File: src/sdsb_params.svh
/*
  Register indices, field positions, reset values and bit numbers of the
  serializer diagnostic status bank.
  Assumes inclusion by the bank and its monitor capture module only.
*/
`ifndef SDSB_PARAMS_SVH
`define SDSB_PARAMS_SVH
// Operation
// - Count link CRC errors in self-test mode, 8-bit read-only, resets to zero.
// - Keep 16-bit link CRC error count, low byte then high byte, reset zero.
// - Set temperature high alarm, bit 5, above upper limit; clear on read.
// - Set temperature low alarm, bit 4, below lower limit; clear on read.
// - GPIO1 voltage high sets bit 3, low sets bit 2; clear on read.
// - GPIO0 voltage high sets bit 1, low sets bit 0; clear on read.
// - Capture GPIO0 peak code above limit in bits 6:4; idle and read-clear 0.
// - Capture GPIO0 trough code below limit in bits 2:0; idle and read-clear 7.
// - Same peak and trough capture fields for the GPIO1 monitor.
// - Same peak and trough capture fields for the temperature monitor.
// - Count errored packets in 8 bits; reading the counter resets it.
// - Bit 3 flags a line shorter than its header word count; read-clear.
// - Bit 2 flags an uncorrectable payload checksum error; read-clear.
// - Bit 1 flags a two-bit header ECC error; read-clear.
// - Bit 0 flags a single-bit header ECC error; read-clear.
// - Correctable sync error per lane: bit 3 even lanes, bit 7 odd lanes.
// - Uncorrectable sync error per lane: bit 2 even lanes, bit 6 odd lanes.
// - HS request control error: bit 1 even, bit 5 odd; bits 4, 0 reserved.
// - Writing one to the link CRC clear bit zeroes the 16-bit link count; bit self-clears.
// - Writing one to the self-test clear bit zeroes its counter; bit self-clears.

// Register indices; byte address is four times the index
`define SDSB_IDX_BC_CTRL      8'h49
`define SDSB_IDX_SELFTEST_CNT 8'h54
`define SDSB_IDX_CRC_LOW      8'h55
`define SDSB_IDX_CRC_HIGH     8'h56
`define SDSB_IDX_ALARM        8'h57
`define SDSB_IDX_GPIO0_EXT    8'h58
`define SDSB_IDX_GPIO1_EXT    8'h59
`define SDSB_IDX_TEMP_EXT     8'h5a
`define SDSB_IDX_RSVD_5B      8'h5b
`define SDSB_IDX_PKT_CNT      8'h5c
`define SDSB_IDX_PKT_FLAGS    8'h5d
`define SDSB_IDX_LANES01      8'h5e
`define SDSB_IDX_LANES23      8'h5f
`define SDSB_IDX_LIMIT_GPIO0  8'ha0
`define SDSB_IDX_LIMIT_GPIO1  8'ha1
`define SDSB_IDX_LIMIT_TEMP   8'ha2

// Control bit positions
`define SDSB_BIT_CRC_CLR      3
`define SDSB_BIT_SELFTEST_CLR 5

// Field ranges of limit and extremes registers
`define SDSB_FLD_HI           6:4
`define SDSB_FLD_LO           2:0

// Reset values
`define SDSB_RST_CNT8         8'h00
`define SDSB_RST_CNT16        16'h0000
`define SDSB_RST_PEAK         3'h0
`define SDSB_RST_TROUGH       3'h7
`define SDSB_RST_LIMIT        8'h70
`define SDSB_MAX_CNT8         8'hff
`define SDSB_MAX_CNT16        16'hffff
`endif

File: src/sdsb_pkg.sv
/*
  Types of the serializer diagnostic status bank: event carriers from the
  link receiver, CSI-2 receiver and analog monitors, and monitor state.
  Assumes all sources run on the bank clock.
*/
package sdsb_pkg;

  // Back-channel receiver events
  typedef struct packed {
    logic selftest_mode;
    logic crc_err;
  } sdsb_link_evt_t;

  // CSI-2 receiver events, one-cycle pulses
  typedef struct packed {
    logic       short_line;
    logic       payload_chk;
    logic       ecc2;
    logic       ecc1;
    logic       pkt_err;
    logic [3:0] sync_soft;
    logic [3:0] sync_hard;
    logic [3:0] hs_ctrl;
  } sdsb_csi_evt_t;

  // One monitor conversion result
  typedef struct packed {
    logic       valid;
    logic [2:0] code;
  } sdsb_mon_in_t;

  typedef sdsb_mon_in_t [2:0] sdsb_mon_arr_t;

  // Alarm and extremes state of one monitor
  typedef struct packed {
    logic       hi;
    logic       lo;
    logic [2:0] peak;
    logic [2:0] trough;
  } sdsb_mon_st_t;

  // Sticky flags of one data lane, in register bit order
  typedef struct packed {
    logic sync_soft;
    logic sync_hard;
    logic hs_ctrl;
  } sdsb_lane_flags_t;

endpackage

File: src/sdsb_monitor.sv
/*
  Alarm flags and peak/trough capture for one voltage or temperature monitor.
  Assumes conversion results and clear strobes on the bank clock.
*/
`timescale 1ns/10ps
`include "sdsb_params.svh"

module sdsb_monitor (
  // Clock and reset
  input  wire logic                  pclk,
  input  wire logic                  presetn,
  // Conversion input and limits
  input  wire sdsb_pkg::sdsb_mon_in_t sample,
  input  wire logic [2:0]            upper,
  input  wire logic [2:0]            lower,
  // Read-clear strobes
  input  wire logic                  clr_flags,
  input  wire logic                  clr_extremes,
  // Captured state
  output sdsb_pkg::sdsb_mon_st_t     state
);
  import sdsb_pkg::*;

  logic       above;
  logic       below;
  logic [2:0] peak_base;
  logic [2:0] trough_base;
  sdsb_mon_st_t st_r;
  sdsb_mon_st_t st_nxt;

  // Limit compare and post-clear baselines
  always_comb
  begin
    above       = sample.valid && (sample.code > upper);
    below       = sample.valid && (sample.code < lower);
    peak_base   = clr_extremes ? `SDSB_RST_PEAK : st_r.peak;
    trough_base = clr_extremes ? `SDSB_RST_TROUGH : st_r.trough;
    st_nxt.hi   = above | (st_r.hi & ~clr_flags);
    st_nxt.lo   = below | (st_r.lo & ~clr_flags);
    st_nxt.peak = (above && sample.code > peak_base) ? sample.code : peak_base;
    st_nxt.trough = (below && sample.code < trough_base) ? sample.code : trough_base;
  end

  // State register
  always_ff @(posedge pclk or negedge presetn)
  begin
    if (!presetn)
      st_r <= '{hi: 1'b0, lo: 1'b0, peak: `SDSB_RST_PEAK, trough: `SDSB_RST_TROUGH};
    else
      st_r <= st_nxt;
  end

  assign state = st_r;

endmodule

File: src/sdsb_bank.sv
/*
  Diagnostic status bank of the serializer: back-channel CRC counters,
  monitor alarms and extremes, CSI-2 packet and lane error flags, on APB.
  Assumes all event sources run on pclk and pulse for one cycle per event.
*/
// Local design decision: the APB register port.
`timescale 1ns/10ps
`include "sdsb_params.svh"

module sdsb_bank (
  // Clock and reset
  input  wire logic                   pclk,
  input  wire logic                   presetn,
  // APB slave
  input  wire logic                   psel,
  input  wire logic                   penable,
  input  wire logic                   pwrite,
  input  wire logic [11:0]            paddr,
  input  wire logic [31:0]            pwdata,
  output logic [31:0]                 prdata,
  output logic                        pready,
  output logic                        pslverr,
  // Event sources
  input  wire sdsb_pkg::sdsb_link_evt_t link_evt,
  input  wire sdsb_pkg::sdsb_csi_evt_t  csi_evt,
  input  wire sdsb_pkg::sdsb_mon_arr_t  mon_in
);
  import sdsb_pkg::*;

  // Address match on an aligned word at a given index
  function automatic logic sel_idx(
    input logic [11:0] addr,
    input logic [7:0]  idx
  );
    return (addr[11:10] == 2'b00) && (addr[1:0] == 2'b00) && (addr[9:2] == idx);
  endfunction

  // Saturating increment of an 8-bit count
  function automatic logic [7:0] sat_inc8(
    input logic [7:0] v
  );
    return (v == `SDSB_MAX_CNT8) ? v : v + 8'h01;
  endfunction

  // APB state
  logic [31:0] prdata_r;
  logic        pready_r;
  logic        pslverr_r;

  // Decoded transfer phases
  logic        setup;
  logic        rd_setup;
  logic        wr_done;

  // Read data mux
  logic [31:0] rd_mux;
  logic        mapped;

  // Read-clear strobes
  logic        rd_alarm;
  logic        rd_pkt_cnt;
  logic        rd_pkt_flags;
  logic [1:0]  rd_lanes;
  logic [2:0]  rd_ext;

  // Control strobes and limits
  logic        crc_clr_r;
  logic        selftest_clr_r;
  logic [7:0]  limit_r [3];

  // Counters
  logic [15:0] link_crc_cnt_r;
  logic [7:0]  selftest_cnt_r;
  logic [7:0]  pkt_cnt_r;

  // Sticky flags
  logic [3:0]       pkt_flags_r;
  sdsb_lane_flags_t lane_flags_r [4];
  sdsb_mon_st_t     mon_st [3];

  // Transfer phases
  assign setup    = psel & ~penable;
  assign rd_setup = setup & ~pwrite;
  assign wr_done  = psel & penable & pwrite & pready_r;

  // Clear-on-read strobes fire at the setup edge, with data capture
  assign rd_alarm     = rd_setup & sel_idx(paddr, `SDSB_IDX_ALARM);
  assign rd_pkt_cnt   = rd_setup & sel_idx(paddr, `SDSB_IDX_PKT_CNT);
  assign rd_pkt_flags = rd_setup & sel_idx(paddr, `SDSB_IDX_PKT_FLAGS);
  assign rd_lanes[0]  = rd_setup & sel_idx(paddr, `SDSB_IDX_LANES01);
  assign rd_lanes[1]  = rd_setup & sel_idx(paddr, `SDSB_IDX_LANES23);
  assign rd_ext[0]    = rd_setup & sel_idx(paddr, `SDSB_IDX_GPIO0_EXT);
  assign rd_ext[1]    = rd_setup & sel_idx(paddr, `SDSB_IDX_GPIO1_EXT);
  assign rd_ext[2]    = rd_setup & sel_idx(paddr, `SDSB_IDX_TEMP_EXT);

  // APB answer: one access cycle, data and error set up at the setup edge
  always_ff @(posedge pclk or negedge presetn)
  begin
    if (!presetn)
      pready_r <= 1'b0;
    else
      pready_r <= setup;
  end

  // Read data capture
  always_ff @(posedge pclk or negedge presetn)
  begin
    if (!presetn)
      prdata_r <= 32'h0000_0000;
    else if (rd_setup)
      prdata_r <= mapped ? rd_mux : 32'h0000_0000; // Refused reads return zero
    else
      prdata_r <= 32'h0000_0000;
  end

  // Error answer for unmapped or misaligned addresses
  always_ff @(posedge pclk or negedge presetn)
  begin
    if (!presetn)
      pslverr_r <= 1'b0;
    else if (setup)
      pslverr_r <= ~mapped;
    else
      pslverr_r <= 1'b0;
  end

  assign prdata  = prdata_r;
  assign pready  = pready_r;
  assign pslverr = pslverr_r;

  // Register read mux; narrow data in low bits, rest zero
  always_comb
  begin
    rd_mux = 32'h0000_0000;
    mapped = (paddr[11:10] == 2'b00) && (paddr[1:0] == 2'b00);
    unique case (paddr[9:2])
      `SDSB_IDX_BC_CTRL:
      begin
        rd_mux[`SDSB_BIT_CRC_CLR]      = crc_clr_r;
        rd_mux[`SDSB_BIT_SELFTEST_CLR] = selftest_clr_r;
      end
      `SDSB_IDX_SELFTEST_CNT:
        rd_mux[7:0] = selftest_cnt_r;
      `SDSB_IDX_CRC_LOW:
        rd_mux[7:0] = link_crc_cnt_r[7:0];
      `SDSB_IDX_CRC_HIGH:
        rd_mux[7:0] = link_crc_cnt_r[15:8];
      `SDSB_IDX_ALARM:
        rd_mux[7:0] = {2'b00, mon_st[2].hi, mon_st[2].lo, mon_st[1].hi,
                       mon_st[1].lo, mon_st[0].hi, mon_st[0].lo};
      `SDSB_IDX_GPIO0_EXT:
        rd_mux[7:0] = {1'b0, mon_st[0].peak, 1'b0, mon_st[0].trough};
      `SDSB_IDX_GPIO1_EXT:
        rd_mux[7:0] = {1'b0, mon_st[1].peak, 1'b0, mon_st[1].trough};
      `SDSB_IDX_TEMP_EXT:
        rd_mux[7:0] = {1'b0, mon_st[2].peak, 1'b0, mon_st[2].trough};
      `SDSB_IDX_RSVD_5B:
        rd_mux[7:0] = 8'h00;
      `SDSB_IDX_PKT_CNT:
        rd_mux[7:0] = pkt_cnt_r;
      `SDSB_IDX_PKT_FLAGS:
        rd_mux[7:0] = {4'h0, pkt_flags_r};
      `SDSB_IDX_LANES01:
        rd_mux[7:0] = {lane_flags_r[1], 1'b0, lane_flags_r[0], 1'b0};
      `SDSB_IDX_LANES23:
        rd_mux[7:0] = {lane_flags_r[3], 1'b0, lane_flags_r[2], 1'b0};
      `SDSB_IDX_LIMIT_GPIO0:
        rd_mux[7:0] = limit_r[0];
      `SDSB_IDX_LIMIT_GPIO1:
        rd_mux[7:0] = limit_r[1];
      `SDSB_IDX_LIMIT_TEMP:
        rd_mux[7:0] = limit_r[2];
      default:
        mapped = 1'b0;
    endcase
  end

  // Self-clearing clear strobes, high for one cycle after the write
  always_ff @(posedge pclk or negedge presetn)
  begin
    if (!presetn)
    begin
      crc_clr_r      <= 1'b0;
      selftest_clr_r <= 1'b0;
    end
    else
    begin
      crc_clr_r      <= wr_done & sel_idx(paddr, `SDSB_IDX_BC_CTRL)
                        & pwdata[`SDSB_BIT_CRC_CLR];
      selftest_clr_r <= wr_done & sel_idx(paddr, `SDSB_IDX_BC_CTRL)
                        & pwdata[`SDSB_BIT_SELFTEST_CLR];
    end
  end

  // Link CRC error count, 16 bits, saturating
  always_ff @(posedge pclk or negedge presetn)
  begin
    if (!presetn)
      link_crc_cnt_r <= `SDSB_RST_CNT16;
    else if (crc_clr_r)
      link_crc_cnt_r <= {15'h0000, link_evt.crc_err};
    else if (link_evt.crc_err && link_crc_cnt_r != `SDSB_MAX_CNT16)
      link_crc_cnt_r <= link_crc_cnt_r + 16'h0001;
  end

  // Self-test CRC error count, only while self-test mode is on
  always_ff @(posedge pclk or negedge presetn)
  begin
    if (!presetn)
      selftest_cnt_r <= `SDSB_RST_CNT8;
    else if (selftest_clr_r)
      selftest_cnt_r <= {7'h00, link_evt.selftest_mode & link_evt.crc_err};
    else if (link_evt.selftest_mode && link_evt.crc_err)
      selftest_cnt_r <= sat_inc8(selftest_cnt_r);
  end

  // Errored packet count, cleared by reading it
  always_ff @(posedge pclk or negedge presetn)
  begin
    if (!presetn)
      pkt_cnt_r <= `SDSB_RST_CNT8;
    else if (rd_pkt_cnt)
      pkt_cnt_r <= {7'h00, csi_evt.pkt_err};
    else if (csi_evt.pkt_err)
      pkt_cnt_r <= sat_inc8(pkt_cnt_r);
  end

  // Packet error flags, sticky, set wins over read-clear
  always_ff @(posedge pclk or negedge presetn)
  begin
    if (!presetn)
      pkt_flags_r <= 4'h0;
    else
    begin
      pkt_flags_r[3] <= csi_evt.short_line  | (pkt_flags_r[3] & ~rd_pkt_flags);
      pkt_flags_r[2] <= csi_evt.payload_chk | (pkt_flags_r[2] & ~rd_pkt_flags);
      pkt_flags_r[1] <= csi_evt.ecc2        | (pkt_flags_r[1] & ~rd_pkt_flags);
      pkt_flags_r[0] <= csi_evt.ecc1        | (pkt_flags_r[0] & ~rd_pkt_flags);
    end
  end

  // Per-lane sticky flags; lanes pair up into two registers
  for (genvar ln = 0; ln < 4; ln++)
  begin : g_lane
    sdsb_lane_flags_t lane_set;
    logic             lane_clr;

    assign lane_set = '{sync_soft: csi_evt.sync_soft[ln],
                        sync_hard: csi_evt.sync_hard[ln],
                        hs_ctrl:   csi_evt.hs_ctrl[ln]};
    assign lane_clr = rd_lanes[ln / 2];

    // Sticky hold until the pair register is read
    always_ff @(posedge pclk or negedge presetn)
    begin
      if (!presetn)
        lane_flags_r[ln] <= '0;
      else
        lane_flags_r[ln] <= lane_set | (lane_flags_r[ln] & {3{~lane_clr}});
    end
  end

  // Monitors: GPIO0, GPIO1, temperature, each with its own limit register
  for (genvar m = 0; m < 3; m++)
  begin : g_mon
    logic wr_lim;

    assign wr_lim = wr_done & sel_idx(paddr, 8'(`SDSB_IDX_LIMIT_GPIO0 + m));

    // Software-programmed upper and lower limits
    always_ff @(posedge pclk or negedge presetn)
    begin
      if (!presetn)
        limit_r[m] <= `SDSB_RST_LIMIT;
      else if (wr_lim)
        limit_r[m] <= {1'b0, pwdata[`SDSB_FLD_HI], 1'b0, pwdata[`SDSB_FLD_LO]};
    end

    // Alarm and extremes capture
    sdsb_monitor u_mon (
      .pclk         (pclk),
      .presetn      (presetn),
      .sample       (mon_in[m]),
      .upper        (limit_r[m][`SDSB_FLD_HI]),
      .lower        (limit_r[m][`SDSB_FLD_LO]),
      .clr_flags    (rd_alarm),
      .clr_extremes (rd_ext[m]),
      .state        (mon_st[m])
    );
  end

endmodule

File: config.mk
export PLATFORM = sky130hd
export DESIGN_NAME = sdsb_bank
export DESIGN_NICKNAME = d
export VERILOG_FILES = /design/src/sdsb_pkg.sv /design/src/sdsb_monitor.sv /design/src/sdsb_bank.sv
export VERILOG_INCLUDE_DIRS = /design/src
export SDC_FILE = /design/constraint.sdc
export NUM_CORES = 1
export LEC_CHECK = 0
export BUFFER_PORTS_ARGS = -buffer_cell sky130_fd_sc_hd__buf_4
export CAP_MARGIN = 20
export CORE_MARGIN = 10
export CORE_UTILIZATION = 55
export CTS_CLUSTER_SIZE = 10
export DETAILED_ROUTE_END_ITERATION = 10
export GPL_TIMING_DRIVEN = 0
export PLACE_DENSITY = 0.89
export SLEW_MARGIN = 5
export SYNTH_ARGS = -nofsm -noshare
export SYNTH_HDL_FRONTEND = slang
export SYNTH_SLANG_ARGS = --single-unit
File: constraint.sdc
create_clock -name pclk -period 2.6 [get_ports pclk]
set_input_delay 0.13 -clock pclk [delete_from_list [all_inputs] [get_ports pclk]]
set_output_delay 0.13 -clock pclk [all_outputs]
set_load 0.05 [all_outputs]
==> out/metrics.csv, run 1 <==
metric;value;unit
ys_ff_latch;102;
worstPathArrival;2.75;ns
initial_core_util;56.79;%
fmax;397.8;MHz
drt_iter0_drc;570;
startpoint_type;input pin;
reg2reg_from;limit_r[21];
worst_slack;0.08637;ns
path_class;input pin to register;
vias;5326;
yosysTopAreaCell;dfrtp_1;
synth_area;6237;um^2
r2r_end;g_mon[0].u_mon.state[3];
layout.nets;852;
multi_input_area;3392;um^2
avgViaCountPerCell;6.025;
avgSynthCellArea;10.08;um^2
grt-ovfl-total;0;
postRouteAntennaNets;0;
hold_viol;0;
die_w;126.5;um
clock_skew;0.008260;ns
layout-drive-gt1-share;24.60;%
power_switching;1.639;mW
final_max_slew_viol_count;0;
synth-seq-area-share;41.28;%
fillCellCount;811;
cp-end-kind;register;
clockBufferDepth;2;
firstDrtPassIters;8;
fin_crit_sh;96.68;%
p_int;3.402;mW
stdcell_count;884;
synth-edff-count;0;
place_area;7052;um^2
place_ws;-0.3672;ns
worstPathRequired;2.84;ns
dpl.cell_count;847;
grt_start_max_net_pins;63;
dp_hpwl;13440;um
final_area;7580;um^2
yosysUniqueCellTypes;63;
relSlewSlack;46.18;%
tritoncts;done;
p_sw_share;32.52;%
r2r_cells;7;
synthFlopType;dfrtp_1;
synth_top_area_share;33.70;%
maxCapViolations;0;
p_per_area;665.0;nW/um^2
wl;17610;um
ys_warn_count;0;
power_frac_seq;44.8;%
grt_use_total;21.40;%
worstMarginPinSlew;0.8073;ns
netlist_top_cells_count;dfrtp_1 (84), nor2_1 (59), ha_1 (33), nand2_1 (31), inv_1 (30);
seqCellArea;2575;um^2
tns;0;ns
cp-startpoint;paddr[10];
critPathMaxFanout;7;
die_y;126.5;um
clockRootBuffer;clkbuf_16;
synthCells;619;
cts.sinks;102;
area_delta_synth_final;21.52;%
boundaryPins;114;
comb_power_share;26.1;%
gp_congestion;0.9610;
setup_viol;0;
die_area;16000;um^2
fin_util;69.01;%
min_period;2.514;ns
p_leak;3.419;nW
power.total;5.041;mW
hp-start;csi_evt[12];
holdPathStages;2;
core;10980;um^2
hp-class;input pin to register;
power_frac_clock;29.1;%
num_rows;38;
rsz0062_at_grt;true;
clk_pin_slew;0.07;ns
routedWlPerCell;19.92;um
cts_buffers;9;
status;finished clean;
grt_pass1_vias;5413;
diodes;0;
port-buffer-count;64;
irDropWorstVdd;0.6569;mV
whs;0.02572;ns
synth_area_leaders;dfrtp_1 (34%), dfstp_2 (7.6%), ha_1 (6.6%);
synthArstFlopShare;100.0;%
yosysMostFrequentCell;dfrtp_1;
grt_first_pass_wirelength;27880;um
cts_max_level;3;
ff2ff_setup_slack;0.59;ns
min_to;pkt_cnt_r[0];
clk_latency;0.36;ns
drc;0;
grt_antenna_before_repair;0;
==> worst max-delay path by stage <==
stage | cells past startpoint | slack [ns] | to
2_1_floorplan | 10 | -0.01 | g_mon[0].u_mon.state[3]
3_5_place_dp | 12 | -0.37 | g_mon[0].u_mon.state[3]
3_3_place_gp | 11 | -0.36 | g_mon[0].u_mon.state[3]
4_1_cts | 11 | 0.01 | g_mon[2].u_mon.state[3]
5_1_grt | 11 | -0.02 | g_mon[2].u_mon.state[3]
6_report | 11 | 0.09 | g_mon[2].u_mon.state[3]
==> final cells by class <==
cell class	instances	area share, %
multi-input cells	462	44.75
flip-flops and latches	102	33.97
repair buffers	86	9.244
plain buffers	48	3.945
clock buffers	11	3.202
well taps	140	2.311
inverters	30	1.486
clock inverters	5	1.089
==> flip-flops by register name, indices dropped and copies added, names as in the netlist <==
| register | count |
|---|---|
| pkt_cnt_r | 8 |
| crc_clr_r | 1 |
| g_mon.u_mon.state | 24 |
| pkt_flags_r | 4 |
| prdata | 8 |
| selftest_clr_r | 1 |
| selftest_cnt_r | 8 |
| limit_r | 18 |
| pready | 1 |
| link_crc_cnt_r | 16 |
| lane_flags_r | 12 |
| pslverr | 1 |
==> worst max-delay path, stage by stage <==
cell and delay, ns:
buf_4 0.11, or4_4 0.57, nor3_4 0.31, and3_1 0.22, buf_6 0.12, nand2b_4 0.13, ha_4 0.19, nor2b_1 0.13
o21a_1 0.16, o211ai_1 0.30, mux2_2 0.37
==> cells by family (layout without fill, tap and decap cells) <==
family,after synthesis,after routing,synth area share (%)
other,1,24,0.06012
and+or+nand+nor,200,200,17.11
muxes,60,60,10.79
DFF,102,102,41.28
buffers and inverters,78,180,6.399
adders and majority gates,33,33,6.620
xor gates and xnor gates,24,24,3.370
AOI/OAI and AO/OA,121,121,14.36
==> layer usage <==
layer  share of wire [%]  vias up  global-route usage, %
met3                 8.6       55                  5.664
met2                  50      281                  36.09
met4                 3.2        0                  8.038
met5                   0        -                      0
li1                    -     2420                      -
met1                  39     2570                  25.58
==> cell usage in the layout, fill, tap and decap left out, drive strengths merged, types with 23 or more instances in the layout <==
cell type	n
a21o	29
a21oi	24
buf	105
clkbuf	23
conb	24
dfrtp	84
ha	33
inv	30
mux2	28
mux2i	29
nand2	33
nand3	23
nor2	60
==> power by group through the flow <==
stage          logic [mW]  clock network (mW)  registers [mW]
2_1_floorplan       0.936                   0            2.13
6_report             1.32                1.47            2.26
5_1_grt              1.45                1.55            2.29
3_3_place_gp         1.16                   0            2.25
3_5_place_dp         1.25                   0            2.26
4_1_cts              1.29                1.48            2.24
==> timing repair <==
item	in CTS	in global routing
gates cloned	0	0
hold endpoints to repair	74	0
hold buffers	17	0
pin swaps	1	3
setup endpoints to repair	1	7
setup buffers	1	3
gates resized for setup	0	1
Note: power is estimated with default switching activity, not from simulation.
==> run 2, diff against run 1 <==
- ABC_AREA: default -> 1
==> out/metrics.csv, run 2 <==
metric;value;unit
tns;0;ns
boundaryPins;114;
maxCapViolations;0;
p_leak;4.028;nW
grt_start_max_net_pins;53;
clockRootBuffer;clkbuf_16;
synth_area_leaders;dfrtp_1 (32%), nand2_1 (13%), nor2_1 (7.3%);
synthFlopType;dfrtp_1;
cts.sinks;102;
ys_ff_latch;102;
rsz0062_at_grt;false;
yosysUniqueCellTypes;36;
worstMarginPinSlew;0.6810;ns
muxShareOfSynthArea;0;%
reg2reg_from;link_crc_cnt_r[0];
ys_warn_count;0;
clockBufferDepth;2;
yosysMostFrequentCell;nand2_1;
die_y;129.1;um
synth-seq-area-share;39.33;%
cp-startpoint;penable;
synth_top_area_share;32.11;%
worstPathRequired;2.89;ns
synth_top_family_by_area;simple AND/OR/NAND/NOR gates;
grt-ovfl-total;0;
drt_iter0_drc;655;
cts_buffers;9;
power_frac_seq;44.2;%
p_sw_share;35.79;%
hold_viol;0;
cts_max_level;3;
cpPeakStageDelay;0.54;ns
yosysTopAreaCell;dfrtp_1;
routedWlPerCell;16.07;um
grt_use_total;22.87;%
mostFrequentLayoutCell;nand2_1;
grt_antenna_before_repair;0;
initial_core_util;56.84;%
layout-drive-gt1-share;16.13;%
fmax;424.2;MHz
power_switching;1.727;mW
clk_pin_slew;0.07;ns
netlist_top_cells_count;nand2_1 (221), nor2_1 (127), inv_1 (117), dfrtp_1 (84), o21ai_0 (83);
post_cts.repair.setup_buffers;0;
firstDrtPassIters;6;
core;11520;um^2
synth_compound_area_share;11.79;%
whs;0.02197;ns
final_cell_mix;nand2_1 (221), nor2_1 (127), inv_1 (117), buf_4 (90), dfrtp_1 (84);
power_frac_clock;28.5;%
relSlewSlack;54.60;%
path_delay_family;simple AND/OR/NAND/NOR gates;
synthCells;907;
clk_latency;0.36;ns
startpoint_type;input pin;
avgSynthCellArea;7.218;um^2
grt_first_pass_wirelength;30570;um
cp_slowest_cell;dlygate4sd3_1;
fin_util;67.85;%
hp-class;input pin to register;
synth_area;6546;um^2
hp-start;pwdata[3];
diodes;0;
area_delta_synth_final;19.36;%
fin_crit_sh;90.68;%
dp_hpwl;14390;um
setup_viol;0;
grt_pass1_vias;6309;
worstPathArrival;2.64;ns
gp_congestion;1.011;
comb_power_share;27.3;%
p_int;3.098;mW
largest_reg_flops;24;
status;finished clean;
path_class;input pin to register;
port-buffer-count;64;
critPathMaxFanout;5;
yosys.area_share.simple;31.29;%
wl;18840;um
synth-xor-area-share;0.6690;%
min_period;2.358;ns
cpMostUsedCell;nand2_1;
vias;6476;
tritoncts;done;
num_rows;39;
final_max_slew_viol_count;0;
drc;0;
crit_chain;dlygate4sd3_1 -> buf_4 -> nor2_2 -> nand2_1 -> nor2_4 -> nand2_1 -> inv_1 -> nor2_1 -> ha_1 -> a211oi_2 -> nand2_2 -> o21ai_0 -> nand2_1;
synthAdderAreaFrac;6.307;%
avgViaCountPerCell;5.526;
die_w;129.1;um
p_per_area;617.4;nW/um^2
layout.nets;1137;
cp-end-kind;register;
die_area;16670;um^2
postRouteAntennaNets;0;
synthArstFlopShare;100.0;%
irDropWorstVdd;0.5043;mV
synth-edff-count;0;
cp_num_buf_inv;3;
clock_skew;0.009034;ns
run 2: cell count changes after synthesis, sizes merged, moves of 14 or more:
cell | previous run | this run
o21bai | 1 | 16
a21o | 29 | 0
inv | 30 | 122
mux2 | 28 | 0
nand3 | 23 | 67
mux2i | 29 | 0
and3 | 14 | 0
nor2 | 60 | 142
a22oi | 14 | 0
nand2 | 33 | 232
o21ai | 8 | 85
run 2: area by class of cell:
type	instances	area, um^2
Buffer	33	232.7
Inverter	122	457.9
Clock inverter	6	60.06
Multi-Input combinational cell	673	3382
Fill cell	959	3702
Timing Repair Buffer	83	688.2
Clock buffer	10	239.0
Tap cell	143	178.9
Sequential cell	102	2575
run 2: metal layers:
| layer | part of all wire (%) | track usage, % | up-vias |
|---|---|---|---|
| met1 | 40 | 27.95 | 2993 |
| met5 | 0 | 0 | - |
| li1 | - | - | 3110 |
| met4 | 3.8 | 9.632 | 0 |
| met3 | 8.9 | 5.424 | 60 |
| met2 | 48 | 38.08 | 313 |
run 2: kinds of logic (layout without fill, tap and decap cells):
| family | after synthesis | in the layout |
|---|---|---|
| compound gates | 139 | 139 |
| xor+xnor | 5 | 5 |
| fa+ha+maj | 33 | 33 |
| buf+inv | 155 | 254 |
| flops | 102 | 102 |
| other cells | 1 | 24 |
| simple gates | 472 | 472 |
run 2: final timing paths:
check,endpoint,slack [ns],cells past startpoint
min in group asynchronous,g_mon[1].u_mon.state[7],0.36,2
worst min-delay path,crc_clr_r,0.02,3
worst min register to register,selftest_cnt_r[5],0.49,1
max in group asynchronous,link_crc_cnt_r[4],1.56,3
worst max register to register,link_crc_cnt_r[13],0.37,10
worst max-delay path,g_mon[1].u_mon.state[2],0.24,13
run 2: per-stage QoR:
stage          instance area, um^2  setup slack [ns]  power [mW]  std cells
2_1_floorplan                 6633            0.7705       2.996        930
3_3_place_gp                  7292            0.4316       3.316       1137
3_5_place_dp                  7320            0.3035       3.398       1138
4_1_cts                       7799            0.1249       4.790       1172
5_1_grt                       7814           0.03229       5.117       1172
6_report                      7814            0.2424       4.824       1172
run 2: worst register-to-register path, cell delays in order, from the launching register on:
cell     delay (ns)
dfrtp_1        0.47
ha_1           0.21
nand2_1        0.07
nor2_1         0.13
inv_1          0.08
nor2_1         0.30
a21oi_1        0.14
inv_1          0.24
nand2_1        0.25
nand3_1        0.14
o21ai_0        0.09
run 2: power groups by stage:
| stage | clock network (mW) | logic (mW) | registers, mW |
|---|---|---|---|
| final | 1.37 | 1.32 | 2.13 |
| after global routing | 1.45 | 1.50 | 2.16 |
| after CTS | 1.38 | 1.29 | 2.12 |
| after detailed placement | 0 | 1.25 | 2.15 |
| after global placement | 0 | 1.18 | 2.13 |
| after floorplan | 0 | 0.917 | 2.08 |
run 2: timing repair:
action / in CTS / in global routing
hold endpoints to repair: 49 / 0
hold buffers: 18 / 0
resized for setup: 0 / 3
endpoints found under the setup margin: 0 / 9
==> run 3, diff against run 2 <==
==> constraint.sdc (replaced) <==
create_clock -name pclk -period 2.6 [get_ports pclk]
set_input_delay 0.39 -clock pclk [delete_from_list [all_inputs] [get_ports pclk]]
set_output_delay 0.39 -clock pclk [all_outputs]
set_load 0.05 [all_outputs]
==> out/metrics.csv, run 3 (same netlist as run 2, synthesis figures left out) <==
metric;value;unit
grt_start_max_net_pins;53;
startpoint_type;register;
whs;0.06843;ns
core;11520;um^2
hp-class;input pin to async pin;
irDropWorstVdd;0.4980;mV
largest_reg_flops;24;
clockBufferDepth;2;
drc;0;
tritoncts;done;
status;finished clean;
drt_iter0_drc;696;
clock_skew;0.008541;ns
layout-drive-gt1-share;16.12;%
grt_antenna_before_repair;0;
routedWlPerCell;15.74;um
diodes;0;
setup_viol;0;
fmax;455.7;MHz
wl;18160;um
final_cell_mix;nand2_1 (221), nor2_1 (127), inv_1 (117), buf_4 (90), dfrtp_1 (84);
clockRootBuffer;clkbuf_16;
cts_max_level;3;
worstMarginPinSlew;0.6802;ns
fin_crit_sh;84.40;%
layout.nets;1119;
relSlewSlack;54.65;%
path_class;register to register;
port-buffer-count;64;
clk_latency;0.36;ns
grt_use_total;22.24;%
multi_input_area;3367;um^2
vias;6310;
cp-end-kind;register;
num_rows;39;
hold_viol;0;
worstPathRequired;2.83;ns
grt_first_pass_wirelength;29820;um
grt-ovfl-total;0;
p_leak;3.951;nW
area_delta_synth_final;16.38;%
boundaryPins;114;
post_cts.repair.setup_buffers;0;
die_w;129.1;um
die_y;129.1;um
final_max_slew_viol_count;0;
initial_core_util;56.84;%
fillCellCount;984;
grt_pass1_vias;6202;
cts_resized;0;
tns;0;ns
min_period;2.195;ns
postRouteAntennaNets;0;
die_area;16670;um^2
rsz0062_at_grt;false;
cts_buffers;9;
p_per_area;627.0;nW/um^2
cts.sinks;102;
maxCapViolations;0;
worstPathArrival;2.42;ns
seqCellArea;2575;um^2
gp_congestion;1.011;
dp_hpwl;14390;um
critPathMaxFanout;8;
mostFrequentLayoutCell;nand2_1;
firstDrtPassIters;5;
cts_hold_buffers;0;
clk_pin_slew;0.08;ns
avgViaCountPerCell;5.468;
run 3: changes by cell type in the layout (fill, tap and decap cells not counted), sizes merged:
cell,previous run,this run
dlygate4sd3,18,0
run 3: report_power, final:
group | internal, mW | switching (mW) | leakage (nW)
registers | 1.90 | 0.226 | 1.17
logic | 0.468 | 0.810 | 2.63
clock network | 0.702 | 0.667 | 0.148
run 3: cell type report:
class / count / area share [%]
timing repair buffer: 65 / 6.668
multi-input combinational: 673 / 44.19
buffer: 33 / 3.055
inverter: 122 / 6.011
clock inverter: 6 / 0.7883
sequential: 102 / 33.80
tap: 143 / 2.349
clock buffer: 10 / 3.137
run 3: critical path, cell delays in order, from the launching register on:
cell and delay (ns):
dfrtp_1 0.47, ha_1 0.21, nand2_1 0.07, nor2_1 0.13, inv_1 0.07, nor2_1 0.29
a21oi_1 0.14, inv_1 0.24, nand2_1 0.24, nand3_1 0.13, o21ai_0 0.09
run 3: routing by layer:
metal	wire, um	global-route usage, %
met5	0	0
met4	646	9.231
met3	1723	5.669
met2	8618	36.89
met1	7176	27.11
run 3: path summary, 6_finish.rpt:
path                                   start                       to  slack, ns  cells after the start
max                        link_crc_cnt_r[0]       link_crc_cnt_r[13]       0.41                     10
min                                  presetn  g_mon[1].u_mon.state[7]       0.07                      1
max reg2reg                link_crc_cnt_r[0]       link_crc_cnt_r[13]       0.41                     10
min reg2reg                   selftest_clr_r        selftest_cnt_r[5]       0.48                      1
max in group asynchronous            presetn             pkt_cnt_r[7]       1.85                      2
min in group pclk                    penable                   pready       0.21                      2
run 3: through the flow:
stage / cells / cell area (um^2) / util (%) / setup WS [ns] / total power [mW]
floorplan: 930 / 6633 / - / 0.5105 / 2.996
global placement: 1137 / 7292 / 63.32 / 0.1716 / 3.316
detailed placement: 1138 / 7320 / 63.56 / 0.04352 / 3.398
CTS: 1154 / 7619 / 66.16 / 0.4202 / 4.768
global route: 1154 / 7619 / 66.16 / 0.1723 / 5.080
finish: 1154 / 7619 / 66.16 / 0.4055 / 4.777
